### src/rtl/wdrc_timer.sv
`timescale 1ns/10ps
`default_nettype none
package wdrc_pkg;
   localparam logic [11:0] WDRC_OFS_CAUSE = 12'h000;
   localparam logic [11:0] WDRC_OFS_CTRL = 12'h004;
   localparam int WDRC_RSV_HI = 7;
   localparam int WDRC_RSV_LO = 4;
   localparam int WDRC_CAUSE_WD = 3;
   localparam int WDRC_CAUSE_BO = 2;
   localparam int WDRC_CAUSE_EXT = 1;
   localparam int WDRC_CAUSE_POR = 0;
   localparam logic [3:0] WDRC_CAUSE_POR_VAL = 4'h1;
   localparam int WDRC_CTL_IF = 7;
   localparam int WDRC_CTL_IE = 6;
   localparam int WDRC_CTL_SEL3 = 5;
   localparam int WDRC_CTL_CE = 4;
   localparam int WDRC_CTL_RE = 3;
   localparam int WDRC_CTL_SEL_HI = 2;
   localparam int WDRC_CTL_SEL_LO = 0;
   localparam logic [3:0] WDRC_SEL_RESET = 4'h0;
   localparam logic [3:0] WDRC_SEL_MAX = 4'h9;
   localparam logic [1:0] WDRC_CE_LAST = 2'h3;
   localparam int WDRC_OSC_KHZ = 128;
   localparam logic [19:0] WDRC_TOUT_BASE = 20'h00800;
   localparam int WDRC_CNT_W = 20;
   typedef enum logic [1:0] {
      WDRC_STOP,
      WDRC_IRQ,
      WDRC_RST,
      WDRC_BOTH
   } wdrc_mode_e;
endpackage

module wdrc_timer
   import wdrc_pkg::*;
(
   input wire logic pclk,
   input wire logic presetn,
   input wire logic tick,
   input wire logic clear,
   input wire logic [WDRC_CNT_W-1:0] limit,
   output logic expire
);
   logic [WDRC_CNT_W-1:0] cnt_reg;
   logic hit;

   // a limit shortened below the count fires at once instead of wrapping the counter
   assign hit = tick && (cnt_reg >= limit - 20'h00001);

   always_ff @(posedge pclk or negedge presetn) begin
      if (!presetn) begin
         cnt_reg <= 20'h00000;
      end else if (clear || hit) begin
         cnt_reg <= 20'h00000;
      end else if (tick) begin
         cnt_reg <= cnt_reg + 20'h00001;
      end
   end

   always_ff @(posedge pclk or negedge presetn) begin
      if (!presetn) begin
         expire <= 1'b0;
      end else begin
         expire <= hit && !clear;
      end
   end
endmodule
`default_nettype wire

### src/rtl/wdrc_top.sv
`timescale 1ns/10ps
`default_nettype none
module wdrc_top
   import wdrc_pkg::*;
(
   input wire logic pclk,
   input wire logic presetn,
   input wire logic por_n,
   input wire logic psel,
   input wire logic penable,
   input wire logic pwrite,
   input wire logic [11:0] paddr,
   input wire logic [31:0] pwdata,
   output logic [31:0] prdata,
   output logic pready,
   output logic pslverr,
   input wire logic wd_osc,
   input wire logic force_reset_fuse,
   input wire logic ext_pin_reset,
   input wire logic brownout_reset,
   input wire logic watchdog_restart_instr,
   input wire logic cpu_irq_global_en,
   input wire logic irq_vector_ack,
   output logic wd_irq_req,
   output logic wd_sys_reset
);
   logic [3:0] cause_reg;
   logic timeout_irq_flag;
   logic timeout_irq_enable;
   logic reset_on_timeout_enable;
   logic change_enable;
   logic [1:0] ce_cnt_reg;
   logic [3:0] timeout_select;
   logic osc_s1, osc_s2, osc_s3;
   logic fuse_s1, fuse_s2;
   logic ext_s1, ext_s2, ext_s3;
   logic bor_s1, bor_s2, bor_s3;
   logic [31:0] prdata_reg;
   logic osc_tick, ext_rise, bor_rise;
   logic wr_cause, wr_ctrl, rd_setup;
   logic reset_en_eff, expire, fire_irq, fire_rst, timer_clear;
   logic [WDRC_CNT_W-1:0] limit;
   logic [7:0] ctrl_view;
   wdrc_mode_e mode;

   function automatic logic [WDRC_CNT_W-1:0] tout_cycles(input logic [3:0] sel);
      if (sel > WDRC_SEL_MAX) begin
         tout_cycles = WDRC_TOUT_BASE;
      end else begin
         tout_cycles = WDRC_TOUT_BASE << sel;
      end
   endfunction

   function automatic logic mapped(input logic [11:0] a);
      mapped = (a == WDRC_OFS_CAUSE) || (a == WDRC_OFS_CTRL);
   endfunction

   // apb: zero wait states, read data latched in the setup cycle
   assign pready = 1'b1;
   assign pslverr = psel && penable && !mapped(paddr);
   assign prdata = prdata_reg;
   assign rd_setup = psel && !penable && !pwrite;
   assign wr_cause = psel && penable && pwrite && (paddr == WDRC_OFS_CAUSE);
   assign wr_ctrl = psel && penable && pwrite && (paddr == WDRC_OFS_CTRL);

   // pins from other domains pass two flops before use
   always_ff @(posedge pclk or negedge presetn) begin
      if (!presetn) begin
         osc_s1 <= 1'b0;
         osc_s2 <= 1'b0;
         osc_s3 <= 1'b0;
         fuse_s1 <= 1'b0;
         fuse_s2 <= 1'b0;
      end else begin
         osc_s1 <= wd_osc;
         osc_s2 <= osc_s1;
         osc_s3 <= osc_s2;
         fuse_s1 <= force_reset_fuse;
         fuse_s2 <= fuse_s1;
      end
   end

   // reset sources are watched from the power-on domain so they survive chip reset
   always_ff @(posedge pclk or negedge por_n) begin
      if (!por_n) begin
         ext_s1 <= 1'b0;
         ext_s2 <= 1'b0;
         ext_s3 <= 1'b0;
         bor_s1 <= 1'b0;
         bor_s2 <= 1'b0;
         bor_s3 <= 1'b0;
      end else begin
         ext_s1 <= ext_pin_reset;
         ext_s2 <= ext_s1;
         ext_s3 <= ext_s2;
         bor_s1 <= brownout_reset;
         bor_s2 <= bor_s1;
         bor_s3 <= bor_s2;
      end
   end

   assign osc_tick = osc_s2 && !osc_s3;
   assign ext_rise = ext_s2 && !ext_s3;
   assign bor_rise = bor_s2 && !bor_s3;

   // cause flags: power-on sets bit 0 and clears the rest; set beats a write of zero
   always_ff @(posedge pclk or negedge por_n) begin
      if (!por_n) begin
         cause_reg <= WDRC_CAUSE_POR_VAL;
      end else begin
         if (wr_cause) begin
            cause_reg <= cause_reg & pwdata[3:0];
         end
         if (fire_rst) begin
            cause_reg[WDRC_CAUSE_WD] <= 1'b1;
         end
         if (bor_rise) begin
            cause_reg[WDRC_CAUSE_BO] <= 1'b1;
         end
         if (ext_rise) begin
            cause_reg[WDRC_CAUSE_EXT] <= 1'b1;
         end
      end
   end

   // fuse and watchdog cause both pin reset enable high
   assign reset_en_eff = reset_on_timeout_enable || cause_reg[WDRC_CAUSE_WD] || fuse_s2;

   always_comb begin
      if (fuse_s2) begin
         mode = WDRC_RST;
      end else begin
         mode = wdrc_mode_e'({reset_en_eff, timeout_irq_enable});
      end
   end

   always_comb begin
      fire_irq = 1'b0;
      fire_rst = 1'b0;
      case (mode)
         WDRC_STOP: begin
            fire_irq = 1'b0;
         end
         WDRC_IRQ: begin
            fire_irq = expire;
         end
         WDRC_RST: begin
            fire_rst = expire;
         end
         WDRC_BOTH: begin
            fire_rst = expire && timeout_irq_flag;
            fire_irq = expire && !timeout_irq_flag;
         end
         default: begin
            fire_rst = 1'b0;
         end
      endcase
   end

   // change window: opened only from closed, so a repeat write cannot stretch it
   always_ff @(posedge pclk or negedge presetn) begin
      if (!presetn) begin
         change_enable <= 1'b0;
         ce_cnt_reg <= 2'h0;
      end else if (!change_enable) begin
         if (wr_ctrl && pwdata[WDRC_CTL_CE] && pwdata[WDRC_CTL_RE]) begin
            change_enable <= 1'b1;
            ce_cnt_reg <= 2'h0;
         end
      end else begin
         ce_cnt_reg <= ce_cnt_reg + 2'h1;
         if (ce_cnt_reg == WDRC_CE_LAST) begin
            change_enable <= 1'b0;
         end
      end
   end

   always_ff @(posedge pclk or negedge presetn) begin
      if (!presetn) begin
         reset_on_timeout_enable <= 1'b0;
      end else if (cause_reg[WDRC_CAUSE_WD]) begin
         reset_on_timeout_enable <= 1'b1;
      end else if (wr_ctrl) begin
         if (pwdata[WDRC_CTL_RE]) begin
            reset_on_timeout_enable <= 1'b1;
         end else if (change_enable) begin
            reset_on_timeout_enable <= 1'b0;
         end
      end
   end

   always_ff @(posedge pclk or negedge presetn) begin
      if (!presetn) begin
         timeout_select <= WDRC_SEL_RESET;
      end else if (wr_ctrl && change_enable) begin
         timeout_select <= {pwdata[WDRC_CTL_SEL3], pwdata[WDRC_CTL_SEL_HI:WDRC_CTL_SEL_LO]};
      end
   end

   // a write in the same cycle as the vector keeps the written enable
   always_ff @(posedge pclk or negedge presetn) begin
      if (!presetn) begin
         timeout_irq_enable <= 1'b0;
      end else if (wr_ctrl) begin
         timeout_irq_enable <= pwdata[WDRC_CTL_IE];
      end else if (irq_vector_ack && mode == WDRC_BOTH) begin
         timeout_irq_enable <= 1'b0;
      end
   end

   always_ff @(posedge pclk or negedge presetn) begin
      if (!presetn) begin
         timeout_irq_flag <= 1'b0;
      end else if (fire_irq) begin
         timeout_irq_flag <= 1'b1;
      end else if (irq_vector_ack || (wr_ctrl && pwdata[WDRC_CTL_IF])) begin
         timeout_irq_flag <= 1'b0;
      end
   end

   assign wd_irq_req = timeout_irq_flag && timeout_irq_enable && cpu_irq_global_en;

   always_ff @(posedge pclk or negedge presetn) begin
      if (!presetn) begin
         wd_sys_reset <= 1'b0;
      end else begin
         wd_sys_reset <= fire_rst;
      end
   end

   assign limit = tout_cycles(timeout_select);
   assign timer_clear = watchdog_restart_instr || (mode == WDRC_STOP);

   wdrc_timer u_timer (
      .pclk(pclk),
      .presetn(presetn),
      .tick(osc_tick),
      .clear(timer_clear),
      .limit(limit),
      .expire(expire)
   );

   assign ctrl_view = {timeout_irq_flag, timeout_irq_enable, timeout_select[3], change_enable,
      reset_en_eff, timeout_select[2:0]};

   always_ff @(posedge pclk or negedge presetn) begin
      if (!presetn) begin
         prdata_reg <= 32'h00000000;
      end else if (rd_setup) begin
         if (paddr == WDRC_OFS_CAUSE) begin
            prdata_reg <= {28'h0000000, cause_reg};
         end else if (paddr == WDRC_OFS_CTRL) begin
            prdata_reg <= {24'h000000, ctrl_view};
         end else begin
            prdata_reg <= 32'h00000000;
         end
      end
   end
endmodule
`default_nettype wire

### config.mk
export PLATFORM = sky130hd
export DESIGN_NAME = wdrc_top
export DESIGN_NICKNAME = d
export VERILOG_FILES = /design/src/rtl/wdrc_timer.sv /design/src/rtl/wdrc_top.sv
export SDC_FILE = /design/constraint.sdc
export NUM_CORES = 1
export LEC_CHECK = 0
export BUFFER_PORTS_ARGS = -buffer_cell sky130_fd_sc_hd__buf_4
export CORE_MARGIN = 2
export CORE_UTILIZATION = 45
export DETAILED_ROUTE_END_ITERATION = 8
export PLACE_DENSITY_LB_ADDON = 0.1
export SYNTH_ARGS = -nofsm -noshare
export SYNTH_HDL_FRONTEND = slang
export SYNTH_SLANG_ARGS = --single-unit
### constraint.sdc
create_clock -name pclk -period 4.8 [get_ports pclk]
set_input_delay 0.96 -clock pclk [delete_from_list [all_inputs] [get_ports pclk]]
set_output_delay 0.96 -clock pclk [all_outputs]
set_load 0.01 [all_outputs]
==> flow_summary.ini, run 1 <==
[status]
status = finished, final reports clean

[floorplan]
core_mm2 = 0.00668
rows = 30
die_w_um = 86.6
die_y_um = 86.6
start_util_pct = 46.0
pin_count = 93
fp.dieArea_mm2 = 0.00750

[cells_and_area]
largest_reg_flops = 20
final_nets = 413
diodes = 0
fillers = 612
fin_area_mm2 = 0.00343
drive_gt1_share_pct = 20.6
multi_input_area_mm2 = 0.00148
syn2layout_area_growth_pct = 11.8
seqCellArea_mm2 = 0.00138

[route]
dr.pass1.iters = 4
drc = 0
drtIter0Drc = 62
viasPerCell = 5.06
wl_um = 5590
vias = 2151
wl_per_cell_um = 13.2
ant_nets = 0

[power_and_ir_drop]
swShare_pct = 25.4
p_int_uw = 602
power_frac_comb_pct = 7.1
total_power_uw = 808
seqPwrFrac_pct = 58.3
p_switching_uw = 205
vdd_drop_max_v = 0.000202
p_per_area_mw_per_mm2 = 235
clkPwrFrac_pct = 34.6
p_leak_uw = 0.00154

[logic_synthesis]
yosys_warnings = 0
synth_most_common_cell = dfrtp_1
synthTopCellsByArea = dfrtp_1 (44%), buf_4 (6.1%), ha_1 (4.9%)
synth_seq_area_share_pct = 44.8
netlist_area_mm2 = 0.00307
synth.distinct_cells = 53
ys_seq_elements = 55
synth_ff_type = dfrtp_1
syn_inst = 305
synth_top_area_cell = dfrtp_1
synthTopCellsByCount = dfrtp_1 (54), nor2_1 (31), nand2_1 (29)
synth_top_area_share_pct = 44.0
syn_avg_cell_area_um2 = 10.1
async_flop_share_pct = 100
synth_edf_count = 0

[sta]
max-slew-margin-rel_pct = 52.2
fin_tns_setup_ns = 0
final-setup-viol-count = 0
min_period_ns = 3.67
finClkSkew_ns = 0.00426
tightest_slew_ns = 0.713
hold_ws_ns = 0.359
setup_slack_ns = 1.13
final_max_slew_viol_count = 0
period_share_pct = 76.4
rsz0062_at_grt = false
hold_viol_final = 0
fmax_ghz = 0.273

[clock_tree]
cts_made_buffers = 5
cts.path.max_buffers = 2
clock-sinks = 55
cts_resized = 0
clkTransAtPathRegs_ns = 0.11
clk_latency_ns = 0.31
cts_hold_repair.buffers = 0
cts_tree = yes
clockRootBuffer = clkbuf_8
cts_setup_buffers = 0
htreeDepth = 2

[grt]
grt_pass1_vias = 2024
grt_max_degree = 46
grt_first_pass_wirelength_um = 9540
grt_overflow = 0
antenna_found_initial = 0
grt_use_total_pct = 16.0

[flow_run]
cap_violations = 0

[worst_setup_path]
r2r_slack_ns = 1.13
cp.arrival_ns = 3.91
r2r-start = timeout_select[1]
r2r_end = u_timer.cnt_reg[15]
crit_type = reg2reg
cp_max_fo = 18
worstPathRequired_ns = 5.04
start_kind = flip-flop
worstSetupEndpointType = flip-flop
r2r_cells = 12

[min_path]
hold_end = fuse_s2
holdPathStages = 0
hold_start = fuse_s1
hp-class = reg2reg

[placed_design]
hpwl_um = 4150
dpl_worst_slack_ns = 1.15
io_buffer_count = 43
place_area_mm2 = 0.00333
gp_congestion = 0.764
==> cell families (layout without fill, tap and decap cells) <==
kind of cell / Yosys count / in the layout / synth area share (%)
XOR/XNOR: 20 / 20 / 5.70
AO/OA/AOI/OAI: 42 / 42 / 9.29
buffers and inverters: 49 / 66 / 9.90
adder cells (fa/ha/maj): 12 / 12 / 4.89
AND/OR/NAND/NOR: 114 / 114 / 20.9
multiplexers: 11 / 11 / 4.28
other: 2 / 25 / 0.244
flip-flops: 55 / 55 / 44.8
==> placed cells by master (no fill, tap or decap), types with 2 or more instances in the layout <==
cell       n
o21a_1     4
or3_1      2
nand2b_1   2
o31ai_2    2
and3_1     3
a21oi_1    7
inv_1     15
nor4_2     3
ha_1      12
nor4_1     4
xor2_1     3
o21ai_0   13
nand3_1    3
nand3b_1   4
nor2_1    31
o31ai_1    5
buf_4     43
conb_1    25
o41ai_1    2
mux2i_1    6
mux2_4     4
inv_8      2
nand4_1    8
nor3_1     9
a21o_1     2
xnor2_1   17
nand2_1   29
and4_1     2
clkbuf_8   5
dfrtp_1   54
or2_2      2
==> worst max path at each step <==
stage / start / end / slack, ns / cells past startpoint
floorplan: timeout_select[1] / u_timer.cnt_reg[13] / 1.50 / 15
global placement: timeout_select[1] / u_timer.cnt_reg[3] / 1.19 / 12
detailed placement: timeout_select[1] / u_timer.cnt_reg[15] / 1.15 / 12
CTS: timeout_select[1] / u_timer.cnt_reg[15] / 1.12 / 12
global route: timeout_select[1] / u_timer.cnt_reg[3] / 0.83 / 12
finish: timeout_select[1] / u_timer.cnt_reg[15] / 1.13 / 12
==> worst max-delay path: stages, from the launching register on <==
cell	delay, ns
dfrtp_1	0.48
nor2_1	0.43
mux2i_1	0.30
ha_1	0.38
nor2_1	0.06
mux2_2	0.26
a32oi_1	0.16
ha_1	0.28
a21oi_1	0.14
o21ai_0	0.16
o21ai_0	0.39
nand4b_4	0.35
nor2_1	0.20
==> power groups by stage <==
| stage | sequential, µW | clock [µW] | combinational, µW |
|---|---|---|---|
| 2_1_floorplan | 479 | 0 | 40.3 |
| 3_3_place_gp | 480 | 0 | 58.1 |
| 3_5_place_dp | 480 | 0 | 58.5 |
| 4_1_cts | 471 | 293 | 58.5 |
| 5_1_grt | 472 | 305 | 64.7 |
| 6_report | 471 | 280 | 57.5 |
==> cell type report <==
cell class | count | share of cell area (%)
repair buffers | 43 | 9.40
clock inverters | 3 | 0.911
clock buffers | 5 | 2.00
inverters | 15 | 1.64
flip-flops and latches | 55 | 40.1
multi-input cells | 224 | 43.0
well taps | 80 | 2.92
==> per-stage QoR <==
step	instances	util, %
2_1_floorplan	328	-
3_3_place_gp	417	49.9
3_5_place_dp	417	49.9
4_1_cts	425	51.4
5_1_grt	425	51.4
6_report	425	51.4
==> layer usage <==
metal  routed length (µm)  GRT usage, %  share of wire, %
met2                 2540          25.2                46
met3                  174          3.05               3.1
met5                    0             0                 0
met4                   65          4.26               1.2
met1                 2810          22.7                50
Power figures use the tool's default switching activity.
==> inputs of run 2 (changes only) <==
Clock period 4.8 ns to 3.35 ns, I/O delays scaled along.
==> run 2 against run 1 <==
  * Sequential cell count unchanged
  * Die area unchanged
  * Clock power is 47% higher
  * Sequential power is 43% higher
  * Non-clock buffer count grew 8
  * Cell area rose by 2.4%
  * Critical path type unchanged
  * Largest cell class unchanged
==> flow_summary.ini, run 2 (synthesis gave the netlist of run 1 again) <==
[status]
status = finished, final reports clean

[power_and_ir_drop]
vdd_drop_max_v = 0.000259
p_per_area_mw_per_mm2 = 333
p_leak_uw = 0.00158

[route]
drc = 0
ant_nets = 0
wl_um = 6190
vias = 2206
drtIter0Drc = 143
viasPerCell = 5.08
dr.pass1.iters = 4
wl_per_cell_um = 14.3

[floorplan]
rows = 30
pin_count = 93
die_w_um = 86.6
start_util_pct = 46.0
fp.dieArea_mm2 = 0.00750
core_mm2 = 0.00668
die_y_um = 86.6

[worst_setup_path]
crit_type = reg2reg
worstSetupEndpointType = flip-flop
start_kind = flip-flop
worstPathRequired_ns = 3.56
cp_max_fo = 9
cp.arrival_ns = 3.32
r2r_cells = 11

[cells_and_area]
drive_gt1_share_pct = 23.4
diodes = 0
final_common_cell = dfrtp_1
final_util_pct = 52.6
final_nets = 422
largest_reg_flops = 20
syn2layout_area_growth_pct = 14.5
fillers = 628
final-instance-count-excl-fill = 434
layout_common_cells = dfrtp_1 (54), buf_4 (51), nor2_1 (30)
fin_area_mm2 = 0.00352

[clock_tree]
cts_made_buffers = 5
clock-sinks = 55
clkTransAtPathRegs_ns = 0.11
clk_latency_ns = 0.33
htreeDepth = 2
clockRootBuffer = clkbuf_8
cts_tree = yes
cts.path.max_buffers = 2

[sta]
hold_viol_final = 0
setup_slack_ns = 0.234
tightest_slew_ns = 0.738
final_max_slew_viol_count = 0
max-slew-margin-rel_pct = 50.5
final-setup-viol-count = 0
fin_tns_setup_ns = 0
period_share_pct = 93.0
finClkSkew_ns = 0.0164
fmax_ghz = 0.321
min_period_ns = 3.12

[grt]
grt_use_total_pct = 17.4
grt_first_pass_wirelength_um = 10200
grt_overflow = 0
grt_pass1_vias = 2117
grt_max_degree = 46
antenna_found_initial = 0

[flow_run]
cap_violations = 0

[min_path]
hp-class = in2async

[placed_design]
gp_congestion = 0.770
dpl_worst_slack_ns = 0.223
hpwl_um = 4470
placedCellCount = 425
io_buffer_count = 43
place_area_mm2 = 0.00339
run 2: worst paths after layout:
kind | slack (ns) | to | start
worst max-delay path | 0.23 | u_timer.cnt_reg[10] | timeout_select[1]
worst min-delay path | 0.14 | cause_reg[1] | por_n
worst max register to register | 0.23 | u_timer.cnt_reg[10] | timeout_select[1]
worst min register to register | 0.36 | fuse_s2 | fuse_s1
max in group asynchronous | 2.61 | u_timer.cnt_reg[3] | presetn
min in group pclk | 0.36 | fuse_s2 | fuse_s1
run 2: power by group:
group / internal, µW / total [µW] / leakage [µW] / switching [µW]
logic: 33.6 / 84.0 / 0.000811 / 50.3
clock network: 160 / 412 / 0.0000522 / 252
registers: 671 / 675 / 0.000718 / 3.80
total: 864 / 1170 / 0.00158 / 306
run 2: final cells by class:
cell class | count | area (µm²) | area share (%)
multi-input cells | 225 | 1500 | 42.7
repair buffers | 51 | 383 | 10.9
flip-flops and latches | 55 | 1380 | 39.2
inverters | 15 | 56.3 | 1.60
well taps | 80 | 100 | 2.85
clock inverters | 3 | 31.3 | 0.889
clock buffers | 5 | 68.8 | 1.96
run 2: critical path, cell delays in order (launching register included):
cell      delay (ns)
dfrtp_1         0.41
nor2_2          0.20
mux2i_2         0.28
ha_2            0.28
nor2_1          0.05
mux2_2          0.25
a32oi_1         0.16
ha_1            0.20
nand4_1         0.20
or4_4           0.64
nand4b_2        0.24
nor2_1          0.08
run 2: stage by stage:
stage | power [µW] | hold slack [ns]
4_1_cts | 1190 | 0.142
3_3_place_gp | 771 | 0.332
5_1_grt | 1220 | 0.134
3_5_place_dp | 772 | 0.335
2_1_floorplan | 744 | 0.331
6_report | 1170 | 0.140
run 2: per-layer routing:
| layer | GRT usage (%) | up-vias | share of wire (%) |
|---|---|---|---|
| met3 | 3.24 | 8 | 2.8 |
| met2 | 27.8 | 40 | 46 |
| met4 | 5.54 | 0 | 1.6 |
| met1 | 24.0 | 1058 | 49 |
| met5 | 0 | - | 0 |
| li1 | - | 1100 | - |
run 2: repair_timing:
item / CTS / global route
setup endpoints to repair: 0 / 19
gates resized for setup: 0 / 3
hold buffers: 0 / 0
setup buffers: 0 / 0
